--- config.mk ---
export PLATFORM = sky130hd
export DESIGN_NAME = uvp_ctrl
export DESIGN_NICKNAME = d
export VERILOG_FILES = /design/src/uvp_pkg.sv /design/src/uvp_delay.sv /design/src/uvp_ctrl.sv
export SDC_FILE = /design/constraint.sdc
export NUM_CORES = 1
export LEC_CHECK = 0
export BUFFER_PORTS_ARGS = -buffer_cell sky130_fd_sc_hd__buf_2
export CAP_MARGIN = 10
export CORE_MARGIN = 3
export CORE_UTILIZATION = 25
export CTS_BUF_LIST = sky130_fd_sc_hd__clkbuf_2 sky130_fd_sc_hd__clkbuf_4 sky130_fd_sc_hd__clkbuf_8
export DETAILED_ROUTE_END_ITERATION = 8
export PLACE_DENSITY = 0.51
export SLEW_MARGIN = 10
export SYNTH_ARGS = -nofsm -noshare
export SYNTH_HDL_FRONTEND = slang
export SYNTH_HIERARCHICAL = 1
export SYNTH_SLANG_ARGS = --single-unit
--- constraint.sdc ---
create_clock -name clk -period 6.51 [get_ports clk]
set_input_delay 0 -clock clk [delete_from_list [all_inputs] [get_ports clk]]
set_output_delay 0 -clock clk [all_outputs]
set_load 0.02 [all_outputs]
--- src/uvp_pkg.sv ---
// Package with the constants, states and carriers of the EPROM programmer controller.
package uvp_pkg;

	// ----------------------------------------------------------------
	// Array geometry
	// ----------------------------------------------------------------
	localparam int ADDR_W = 14;  // 16384 locations.
	localparam int DATA_W = 8;   // One byte per location.

	// ----------------------------------------------------------------
	// Timing at 250 MHz
	// ----------------------------------------------------------------
	localparam int CLK_MHZ         = 250;  // Clock rate in MHz.
	localparam int PULSE_US        = 100;  // Program pulse width in microseconds.
	localparam int PULSE_CYC       = PULSE_US * CLK_MHZ;  // 25000 cycles.
	localparam int MAX_PULSES      = 10;   // Pulse-and-verify attempts per byte.
	localparam int SETUP_CYC       = 8;    // Settle time for address, data and supplies.
	localparam int READ_CYC        = 8;    // Access wait before sampling the data pins.
	localparam int CNT_W           = 16;   // Width of the delay counter.

	// ----------------------------------------------------------------
	// Command codes on the user port
	// ----------------------------------------------------------------
	typedef enum logic [1:0] {
		UVP_CMD_READ = 2'h0,  // Plain read at normal supply.
		UVP_CMD_PROG = 2'h1,  // Program one byte with verify and retry.
		UVP_CMD_SIG  = 2'h2,  // Read an identifier byte in signature mode.
		UVP_CMD_NONE = 2'h3   // Reserved, refused.
	} uvp_cmd_t;

	// ----------------------------------------------------------------
	// Controller states
	// ----------------------------------------------------------------
	typedef enum logic [2:0] {
		UVP_IDLE   = 3'h0,  // Chip deselected, standby.
		UVP_RSETUP = 3'h1,  // Address applied, waiting for access.
		UVP_PSETUP = 3'h2,  // Program supplies, address and data settling.
		UVP_PULSE  = 3'h3,  // Program strobe low.
		UVP_RELEAS = 3'h4,  // Data drivers released before verify.
		UVP_VERIFY = 3'h5,  // Verify read at raised supply.
		UVP_DONE   = 3'h6   // Result presented for one cycle.
	} uvp_state_t;

	// Pins that go out to the memory device.
	typedef struct packed {
		logic [ADDR_W-1:0] addr;           // Address pins, id_byte_sel is bit 0.
		logic              chip_on_low;    // Chip enable, active low.
		logic              output_on_low;  // Output enable, active low.
		logic              burn_strobe_n;  // Program strobe, active low.
		logic              vpp_raise;      // Raise programming supply.
		logic              vcc_raise;      // Raise core supply.
		logic              id_high_volt_pin;  // Apply identification voltage.
		logic [DATA_W-1:0] data_out;       // Data to drive on data_pins.
		logic              data_oe;        // High while we drive data_pins.
	} uvp_pins_t;

	// Answer toward the user.
	typedef struct packed {
		logic              done;   // One-cycle completion pulse.
		logic              fail;   // Programming gave up after the last pulse.
		logic [DATA_W-1:0] rdata;  // Byte read or verified.
	} uvp_resp_t;

	localparam logic [DATA_W-1:0] ERASED = 8'hff;  // Value of a blank byte.

endpackage

--- src/uvp_delay.sv ---
// Delay counter that raises a flag after a programmed number of cycles.
`timescale 1ns/1ps
module uvp_delay #(
	parameter int W = uvp_pkg::CNT_W
) (
	input  wire logic         clk,
	input  wire logic         resetn,
	input  wire logic         ce,
	input  wire logic         load,   // Start a new count.
	input  wire logic [W-1:0] count,  // Cycles to wait, at least one.
	output logic              expired // High once the count has elapsed.
);

	// ----------------------------------------------------------------
	// State
	// ----------------------------------------------------------------
	typedef struct packed {
		logic [W-1:0] left;  // Cycles still to go.
		logic         run;   // Counting is in progress.
	} uvp_dly_t;

	uvp_dly_t st;       // Registered state.
	uvp_dly_t next_st;  // Next state.

	// Load restarts; otherwise count down to zero and stop.
	always_comb begin
		next_st = st;
		if (load) begin
			next_st.left = count - W'(1);
			next_st.run  = 1'b1;
		end else if (st.run) begin
			if (st.left == '0) begin
				next_st.run = 1'b0;
			end else begin
				next_st.left = st.left - W'(1);
			end
		end
	end

	// Clock enable freezes the count.
	always_ff @(posedge clk or negedge resetn) begin
		if (!resetn) begin
			st <= '0;
		end else if (ce) begin
			st <= next_st;
		end
	end

	// Expiry is the last counting cycle. It must not look at load: the sequencer
	// raises load in answer to expiry, and gating on it would close a combinational loop.
	assign expired = st.run && (st.left == '0);

endmodule

--- src/uvp_ctrl.sv ---
// Host-side controller that reads, programs and identifies a 16K x 8 EPROM over its pins.
`timescale 1ns/1ps
module uvp_ctrl #(
	parameter int PULSE_CYC  = uvp_pkg::PULSE_CYC,
	parameter int MAX_PULSES = uvp_pkg::MAX_PULSES
) (
	input  wire logic                       clk,
	input  wire logic                       resetn,
	input  wire logic                       ce,
	input  wire logic                       req_valid,   // Request strobe.
	input  wire logic [1:0]                 req_cmd,     // Command code.
	input  wire logic [uvp_pkg::ADDR_W-1:0] req_addr,    // Byte address.
	input  wire logic [uvp_pkg::DATA_W-1:0] req_wdata,   // Byte to program.
	output logic                            req_ready,   // Idle and able to take a request.
	output uvp_pkg::uvp_resp_t              resp,        // Completion, failure, data.
	output uvp_pkg::uvp_pins_t              pins,        // Memory pins.
	input  wire logic [uvp_pkg::DATA_W-1:0] data_in      // Sampled data_pins.
);

	// ----------------------------------------------------------------
	// State
	// ----------------------------------------------------------------
	typedef struct packed {
		uvp_pkg::uvp_state_t          fsm;     // Controller state.
		uvp_pkg::uvp_cmd_t            cmd;     // Command in progress.
		logic [3:0]                   tries;   // Pulses applied to this byte.
		logic                         ready;   // Registered ready.
		uvp_pkg::uvp_resp_t           resp;    // Registered answer.
		uvp_pkg::uvp_pins_t           pins;    // Registered pins.
	} uvp_ctl_t;

	uvp_ctl_t st;       // Registered state.
	uvp_ctl_t next_st;  // Next state.

	logic                        dly_load;   // Start the delay counter.
	logic [uvp_pkg::CNT_W-1:0]   dly_count;  // Delay to load.
	logic                        dly_done;   // Delay elapsed.

	// Pulse counter may exceed the default width when overridden, so it is cut on purpose.
	localparam logic [uvp_pkg::CNT_W-1:0] PULSE_LEN = uvp_pkg::CNT_W'(PULSE_CYC);
	localparam logic [3:0]                TRY_MAX   = 4'(MAX_PULSES);

	// ----------------------------------------------------------------
	// Delay counter shared by every wait
	// ----------------------------------------------------------------
	uvp_delay #(
		.W(uvp_pkg::CNT_W)
	) u_delay (
		.clk    (clk),
		.resetn (resetn),
		.ce     (ce),
		.load   (dly_load),
		.count  (dly_count),
		.expired(dly_done)
	);

	// Reset pin state: standby, supplies at read level, nothing driven.
	localparam uvp_pkg::uvp_pins_t PINS_IDLE = '{
		addr: '0, chip_on_low: 1'b1, output_on_low: 1'b1, burn_strobe_n: 1'b1,
		vpp_raise: 1'b0, vcc_raise: 1'b0, id_high_volt_pin: 1'b0,
		data_out: '0, data_oe: 1'b0};

	// ----------------------------------------------------------------
	// Sequencer
	// ----------------------------------------------------------------
	// One process moves the pins through read, program pulse and verify.
	always_comb begin
		next_st        = st;
		next_st.resp.done = 1'b0;
		dly_load       = 1'b0;
		dly_count      = uvp_pkg::CNT_W'(uvp_pkg::SETUP_CYC);
		unique case (st.fsm)
			uvp_pkg::UVP_IDLE: begin
				// Chip deselected keeps the device in standby.
				next_st.pins  = PINS_IDLE;
				next_st.ready = 1'b1;
				if (req_valid && st.ready && req_cmd != uvp_pkg::UVP_CMD_NONE) begin
					next_st.ready = 1'b0;
					next_st.cmd   = uvp_pkg::uvp_cmd_t'(req_cmd);
					next_st.tries = '0;
					next_st.resp.fail = 1'b0;
					next_st.pins.addr = req_addr;  // Any address order.
					dly_load = 1'b1;
					if (req_cmd == uvp_pkg::UVP_CMD_PROG) begin
						// Program mode: raised supplies, output high, chip low.
						next_st.pins.vpp_raise   = 1'b1;
						next_st.pins.vcc_raise   = 1'b1;
						next_st.pins.chip_on_low = 1'b0;
						next_st.pins.data_out    = req_wdata;
						next_st.pins.data_oe     = 1'b1;
						next_st.fsm = uvp_pkg::UVP_PSETUP;
					end else begin
						// Read, or signature read with upper address held low.
						next_st.pins.chip_on_low   = 1'b0;
						next_st.pins.output_on_low = 1'b0;
						if (req_cmd == uvp_pkg::UVP_CMD_SIG) begin
							next_st.pins.addr = {{(uvp_pkg::ADDR_W-1){1'b0}}, req_addr[0]};
							next_st.pins.id_high_volt_pin = 1'b1;
						end
						dly_count = uvp_pkg::CNT_W'(uvp_pkg::READ_CYC);
						next_st.fsm = uvp_pkg::UVP_RSETUP;
					end
				end
			end
			uvp_pkg::UVP_RSETUP: begin
				if (dly_done) begin
					next_st.resp.rdata = data_in;
					next_st.fsm = uvp_pkg::UVP_DONE;
				end
			end
			uvp_pkg::UVP_PSETUP: begin
				// Address and data have been stable for the setup time.
				if (dly_done) begin
					next_st.pins.burn_strobe_n = 1'b0;
					next_st.tries = st.tries + 4'h1;
					dly_load  = 1'b1;
					dly_count = PULSE_LEN;
					next_st.fsm = uvp_pkg::UVP_PULSE;
				end
			end
			uvp_pkg::UVP_PULSE: begin
				if (dly_done) begin
					// Strobe high ends the pulse and inhibits further writes.
					next_st.pins.burn_strobe_n = 1'b1;
					next_st.pins.data_oe = 1'b0;
					dly_load = 1'b1;
					next_st.fsm = uvp_pkg::UVP_RELEAS;
				end
			end
			uvp_pkg::UVP_RELEAS: begin
				if (dly_done) begin
					next_st.pins.output_on_low = 1'b0;  // Verify read.
					dly_load  = 1'b1;
					dly_count = uvp_pkg::CNT_W'(uvp_pkg::READ_CYC);
					next_st.fsm = uvp_pkg::UVP_VERIFY;
				end
			end
			uvp_pkg::UVP_VERIFY: begin
				if (dly_done) begin
					next_st.resp.rdata = data_in;
					next_st.pins.output_on_low = 1'b1;
					if (data_in == st.pins.data_out || st.tries >= TRY_MAX) begin
						// Pass, or give up after the last pulse.
						next_st.resp.fail = (data_in != st.pins.data_out);
						next_st.fsm = uvp_pkg::UVP_DONE;
					end else begin
						// Retry: drive data again before the next pulse.
						next_st.pins.data_oe = 1'b1;
						dly_load = 1'b1;
						next_st.fsm = uvp_pkg::UVP_PSETUP;
					end
				end
			end
			uvp_pkg::UVP_DONE: begin
				// Back to standby and normal supply before any later compare.
				next_st.resp.done = 1'b1;
				next_st.pins = PINS_IDLE;
				next_st.fsm  = uvp_pkg::UVP_IDLE;
			end
			default: begin
				next_st.pins = PINS_IDLE;
				next_st.fsm  = uvp_pkg::UVP_IDLE;
			end
		endcase
	end

	// Clock enable low freezes the whole controller.
	always_ff @(posedge clk or negedge resetn) begin
		if (!resetn) begin
			st <= '{fsm: uvp_pkg::UVP_IDLE, cmd: uvp_pkg::UVP_CMD_READ, tries: 4'h0,
				ready: 1'b0, resp: '0, pins: PINS_IDLE};
		end else if (ce) begin
			st <= next_st;
		end
	end

	assign req_ready = st.ready;
	assign resp      = st.resp;
	// One registered pin set can fan out to several devices programmed in parallel.
	assign pins      = st.pins;

	// ----------------------------------------------------------------
	// Checks
	// ----------------------------------------------------------------
	// Never drive data while the device drives it.
	a_no_bus_fight: assert property (@(posedge clk) disable iff (!resetn)
		!(st.pins.data_oe && !st.pins.output_on_low))
		else $error("data driven while device outputs enabled");

	// A strobe pulse only with chip selected and raised supply.
	a_strobe_mode: assert property (@(posedge clk) disable iff (!resetn)
		!st.pins.burn_strobe_n |-> (!st.pins.chip_on_low && st.pins.output_on_low
		&& st.pins.vpp_raise && st.pins.vcc_raise))
		else $error("program pulse outside programming mode");

	// Data is stable throughout a pulse.
	a_pulse_stable: assert property (@(posedge clk) disable iff (!resetn || !ce)
		(!st.pins.burn_strobe_n && !$past(st.pins.burn_strobe_n)) |->
		($stable(st.pins.data_out) && $stable(st.pins.addr) && st.pins.data_oe))
		else $error("address or data moved during pulse");

	// Never more pulses than allowed.
	a_try_limit: assert property (@(posedge clk) disable iff (!resetn)
		st.tries <= TRY_MAX)
		else $error("too many program pulses");

	// Signature mode holds the upper address low.
	a_sig_addr: assert property (@(posedge clk) disable iff (!resetn)
		st.pins.id_high_volt_pin |-> (st.pins.addr[uvp_pkg::ADDR_W-1:1] == '0))
		else $error("upper address not low in signature mode");

	// Idle means standby at normal supply.
	a_idle_standby: assert property (@(posedge clk) disable iff (!resetn)
		(st.fsm == uvp_pkg::UVP_IDLE) |-> (st.pins.chip_on_low && !st.pins.vpp_raise))
		else $error("idle but not in standby");

	// Done pulse lasts one cycle and returns to idle.
	a_done_pulse: assert property (@(posedge clk) disable iff (!resetn)
		(st.resp.done && ce) |=> !st.resp.done)
		else $error("done held longer than one cycle");

	// A pulse starts only after verify has failed or on the first try.
	a_pulse_start: assert property (@(posedge clk) disable iff (!resetn)
		$fell(st.pins.burn_strobe_n) |-> (st.tries >= 4'h1 && st.pins.output_on_low))
		else $error("pulse started in wrong state");

endmodule

Word-level counts from Yosys, hierarchy flattened
Cells that the tools add are included.

cells by class
  bitwise logic cells = 4
  order comparisons = 1
  reductions and logical operators = 26
  add/subtract/negate cells = 3
  multiplexer cells = 47
  eq/ne operators = 20

operator list
  cell                   number
  $mux 17                2
  $mux 16                2
  $mux 15                2
  $pmux 15 s2            1
  $mux 14                2
  $pmux 11 s2            1
  $ne 2x2->1 const B     10
  $mux 3                 6
  $mux 9                 2
  $pmux 3 s6             1
  $logic_not 16->1       1
  $pmux 8 s2             1
  $reduce_and 4->1       4
  $sub 15x1->16 const B  1
  $sub 16x1->16 const B  1
  $mux 1                 15
  $mux 12                1
  $reduce_or 3->1        4
  $mux 10                1
  $reduce_and 5->1       2
  $eq 3x3->1 const B     3
  $eq 8x8->1             1
  $mux 8                 1
  $ne 8x8->1             1
  21 further kinds       35

storage, ports and cells
  output and inout bits = 40
  bits of input ports = 36
  logic and storage cells = 119
  flip-flop bits (word level) = 66

Longest topological paths before layout
  depth after elaboration = 7
  gate-level depth with buffers = 16
  depth with buffers taken out = 14

Hierarchy
The synthesis kept the hierarchy.

by module, submodules not included
  module     cells each  area an instance (sq um)  instances  seq. area each (sq um)
  uvp_ctrl   224         2474.9                    1          1154.9
  uvp_delay  165         1405.1                    1          425.4

Worst setup path after synthesis
No wires, ideal clock.

  path kind = reg2reg
  from = register u_delay/st[1] (netlist bit)
  to = register u_delay/st[9] (netlist bit)
  stages on the path, launching flop included = 15
  library setup time = 0.134 ns
  buffers on the path = 2
  clock period less this slack = 2.871 ns
  arrival time = 2.738 ns
  data required time = 6.376 ns
  slack = 3.639 ns
  cell sequence = dfrtp_1 inv_1 ha_1 nor2b_1 nand2_1 nor3_1 buf_2 nand3b_1 o21ai_0 inv_1 nand2_1 clkbuf_1 a21oi_1 o21ai_0 o211ai_1

on the way
  cells in the longest elaborated chain, start to end = 6
  elaborated cells on any way between the ends = 15
  those cells by class = add/sub (2); eq/ne (1); mux (8); reduce/logical (4)

RTL lines
  element                                                           line             text
  start: declaration                                                uvp_delay.sv:22  uvp_dly_t st;
  start signal: assignment                                          uvp_delay.sv:45  st <= next_st;
  $logic_not 16->1 *                                                uvp_delay.sv:51  assign expired = st.run && (st.left == '0);
  $logic_and 1x1->1 *                                               uvp_delay.sv:51
  net dly_done                                                      uvp_ctrl.sv:37   logic dly_done;
  $mux 1 (on tied branches)                                         n/a
  $pmux 1 s3 *                                                      uvp_ctrl.sv:72   unique case (st.fsm)
  net dly_load                                                      uvp_ctrl.sv:35   logic dly_load;
  $ne 2x2->1 (no line) / $reduce_bool 2->1 (equally long branches)  n/a
  $reduce_and 3->1 (no line)                                        n/a

Mark *: on every way through the listed nets, which the timed path passes. The rest lies on a longest branch. The select of a mux whose other input is x is not followed.
A chain may end at the register's enable or synchronous reset.

Final worst setup path
  from = register u_delay/st[1] (netlist bit)
  to = register u_delay/st[15] (netlist bit)

The elaborated chain is that of the path after synthesis.

==> qor.yml <==
status: "finished, final reports clean"
h-tree-depth: 3
fin_crit_sh_pct: 57.83
ys_warn_count: 6
netlist.area_leader.share_pct: 38.70
ys_seq_elements: 63
clk_transition_reported_paths_ps: 70
ant_nets: 0
holdWs_ps: 37.13
postCtsHoldBufs: 32
yosys-top-cells-area: "dfrtp_1 39%, buf_4 7.7%, xnor2_1 3.4%"
die_area_um2: 17050
vias_per_cell: 4.578
setup_violations: 0
grt_start_max_net_pins: 64
report.final.hold_viol_count: 0
drive_gt1_share_pct: 28.95
yosys-top-cells-count: "60 x dfrtp_1, 40 x buf_4, 28 x nor2_1"
antenna_found_initial: 0
nFillCells: 1513
synth_cell_types: 69
gr-usage-all-layers_pct: 10.93
firstDrtPassIters: 5
coreArea_um2: 14860
critPathMaxStageDelay_ps: 690
hold_path_class: "primary input to flip-flop"
cts-root-buf: "clkbuf_8"
place.gp.congestion: 0.8337
grt_pass1_vias: 2947
area_growth_pct: 23.64
vias: 3104
rows: 44
dr.first_iter.drc_count: 214
drv_slew: 0
endpoint_kind: "flip-flop"
synth_most_common_cell: "dfrtp_1"
cts_buffer_depth: 2
hpwl_um: 6486
numCtsBuffers: 9
worstSetupPathType: "flip-flop to flip-flop"
synth_top_area_cell: "dfrtp_1"
final_nets: 529
synth_top_family_by_area: "compound AO/OA/AOI/OAI gates"
cap_violations: 0
portBuffers: 75
max_slew_margin_pct: 43.79
cp_slowest_cell: "nor3_1"
wirelength_um: 9213
cp_cell_sequence: "inv_1 > ha_1 > nor2b_1 > nand2_1 > nor3_1 > nand2_1 > o31ai_1 > a32oi_1 > o21ai_0 > buf_4 > inv_1 > nand2_1 > nor2_1 > a32oi_1 > o21ai_1"
rsz0062_at_grt: "false"
clock.fmax_mhz: 265.6
ys.flop_type: "dfrtp_1"
io_pins: 76
synth_simple_gate_area_share_pct: 18.38
cts_setup_buffers: 0
die_h_um: 130.6
cp_data_required_time_ps: 6720
tns_ps: 0
clk_latency_ps: 350
power_density_nw_per_um2: 386.8
p_leak_uw: 0.002222
synth.area.mux_share_pct: 2.580
syn_area_um2: 3880
worstMarginPinSlew_ps: 836.7
routedWlPerCell_um: 13.59
synth-edff-count: 0
grt_overflow: 0
netlist_instances: 389
irDropWorstVdd_uv: 93.29
skew_ps: 11.36
dieWidth_um: 130.6
cts_sinks: 63
synth-compound-area-share_pct: 20.25
initial_core_util_pct: 26.10
grt_first_pass_wirelength_um: 14740
crit_fanout: 16
async_flop_share_pct: 100.0
drcViolationCount: 0
avgSynthCellArea_um2: 9.974
cp.arrival_ps: 3970
diodes: 0
seq_area_frac_synth_pct: 40.73
cts_resized: 0
synthAdderAreaFrac_pct: 1.290
cts_tree: "yes"
cp-start-kind: "flip-flop"
min_period_ps: 3764
critPathMostFrequentCell: "nand2_1"
synthXorXnorAreaFrac_pct: 5.192
stage by stage:
stage / instances / worst slack (ps) / total power (uW) / util (%) / cell area [um^2]
after CTS: 678 / 2786 / 1873 / 32.27 / 4797
after global routing: 678 / 2314 / 1992 / 32.27 / 4797
final: 678 / 2746 / 1855 / 32.27 / 4797
after detailed placement: 630 / 2817 / 1459 / 28.59 / 4250
after floorplan: 421 / 3639 / 1343 / - / 4000
after global placement: 630 / 2969 / 1453 / 28.59 / 4250
cells by family (layout without fill, tap and decap cells):
logic type               count (synthesis)  after routing
other                                    2             34
AND/OR/NAND/NOR                        110            110
multiplexers                             9              9
flip-flops                              63             63
buffers and inverters                   70            143
adder cells (fa/ha/maj)                  4              4
XOR/XNOR                                23             23
AO/OA/AOI/OAI                          108            108
final timing paths:
check / cells after the start / start / end / slack [ps]
worst max-delay path: 15 / u_delay/st[1]$_DFFE_PN0P_ / u_delay/st[15]$_DFFE_PN0P_ / 2750
worst min-delay path: 3 / req_cmd[0] / pins[9]$_DFFE_PN0P_ / 40
worst max register to register: 15 / u_delay/st[1]$_DFFE_PN0P_ / u_delay/st[15]$_DFFE_PN0P_ / 2750
worst min register to register: 2 / pins[14]$_DFFE_PN1P_ / pins[14]$_DFFE_PN1P_ / 460
max in group asynchronous: 3 / resetn / u_delay/st[1]$_DFFE_PN0P_ / 5600
min in group asynchronous: 3 / resetn / pins[2]$_DFFE_PN0P_ / 370
final cells by class:
type	instances	area (um^2)	share of cell area, %
multi-input combinational	288	1978	41.24
sequential	63	1580	32.94
timing repair buffer	110	718.2	14.97
tap	184	230.2	4.799
clock buffer	11	145.1	3.026
clock inverter	5	81.33	1.695
inverter	17	63.81	1.330
worst max-delay path: cells and delay by family (launching register included):
kind	cells	cell delay, ps
and+or+nand+nor	6	2020
AOI/OAI and AO/OA	5	590
buffers and inverters	3	460
DFF	1	390
adders and majority gates	1	170
layer usage:
metal	up-vias	GRT usage, %	part of all wire (%)
met3	14	2.642	5.8
met5	-	0	0
met4	0	3.993	1.4
met2	99	16.75	43
met1	1447	15.01	50
li1	1544	-	-
power by group:
part / total (uW) / switching (uW) / internal, uW
Sequential: 652 / 126 / 526
Combinational: 816 / 498 / 318
Clock: 387 / 157 / 230
placed cells by master (no fill, tap or decap), drive strengths merged, types with 3 or more instances in the layout:
cell type / count
dfstp: 3
xor2: 8
nor2: 29
a31oi: 3
a22o: 22
xnor2: 15
nand4: 8
nand3: 7
or4b: 3
and3: 3
nand4b: 3
dlygate4sd3: 32
ha: 4
conb: 34
mux2: 8
a21oi: 14
o311ai: 3
o21ai: 34
o211ai: 3
buf: 78
nor3: 17
nand2: 17
a32oi: 6
inv: 17
dfrtp: 60
and2: 5
o221ai: 3
nor4: 4
o31a: 3
clkbuf: 11
nand3b: 4
registers in the layout, indices dropped and copies added, names as in the netlist:
signal	cells
pins	28
req_ready	1
resp	10
st	7
u_delay/st	17
(Power assumes the default switching activity.)
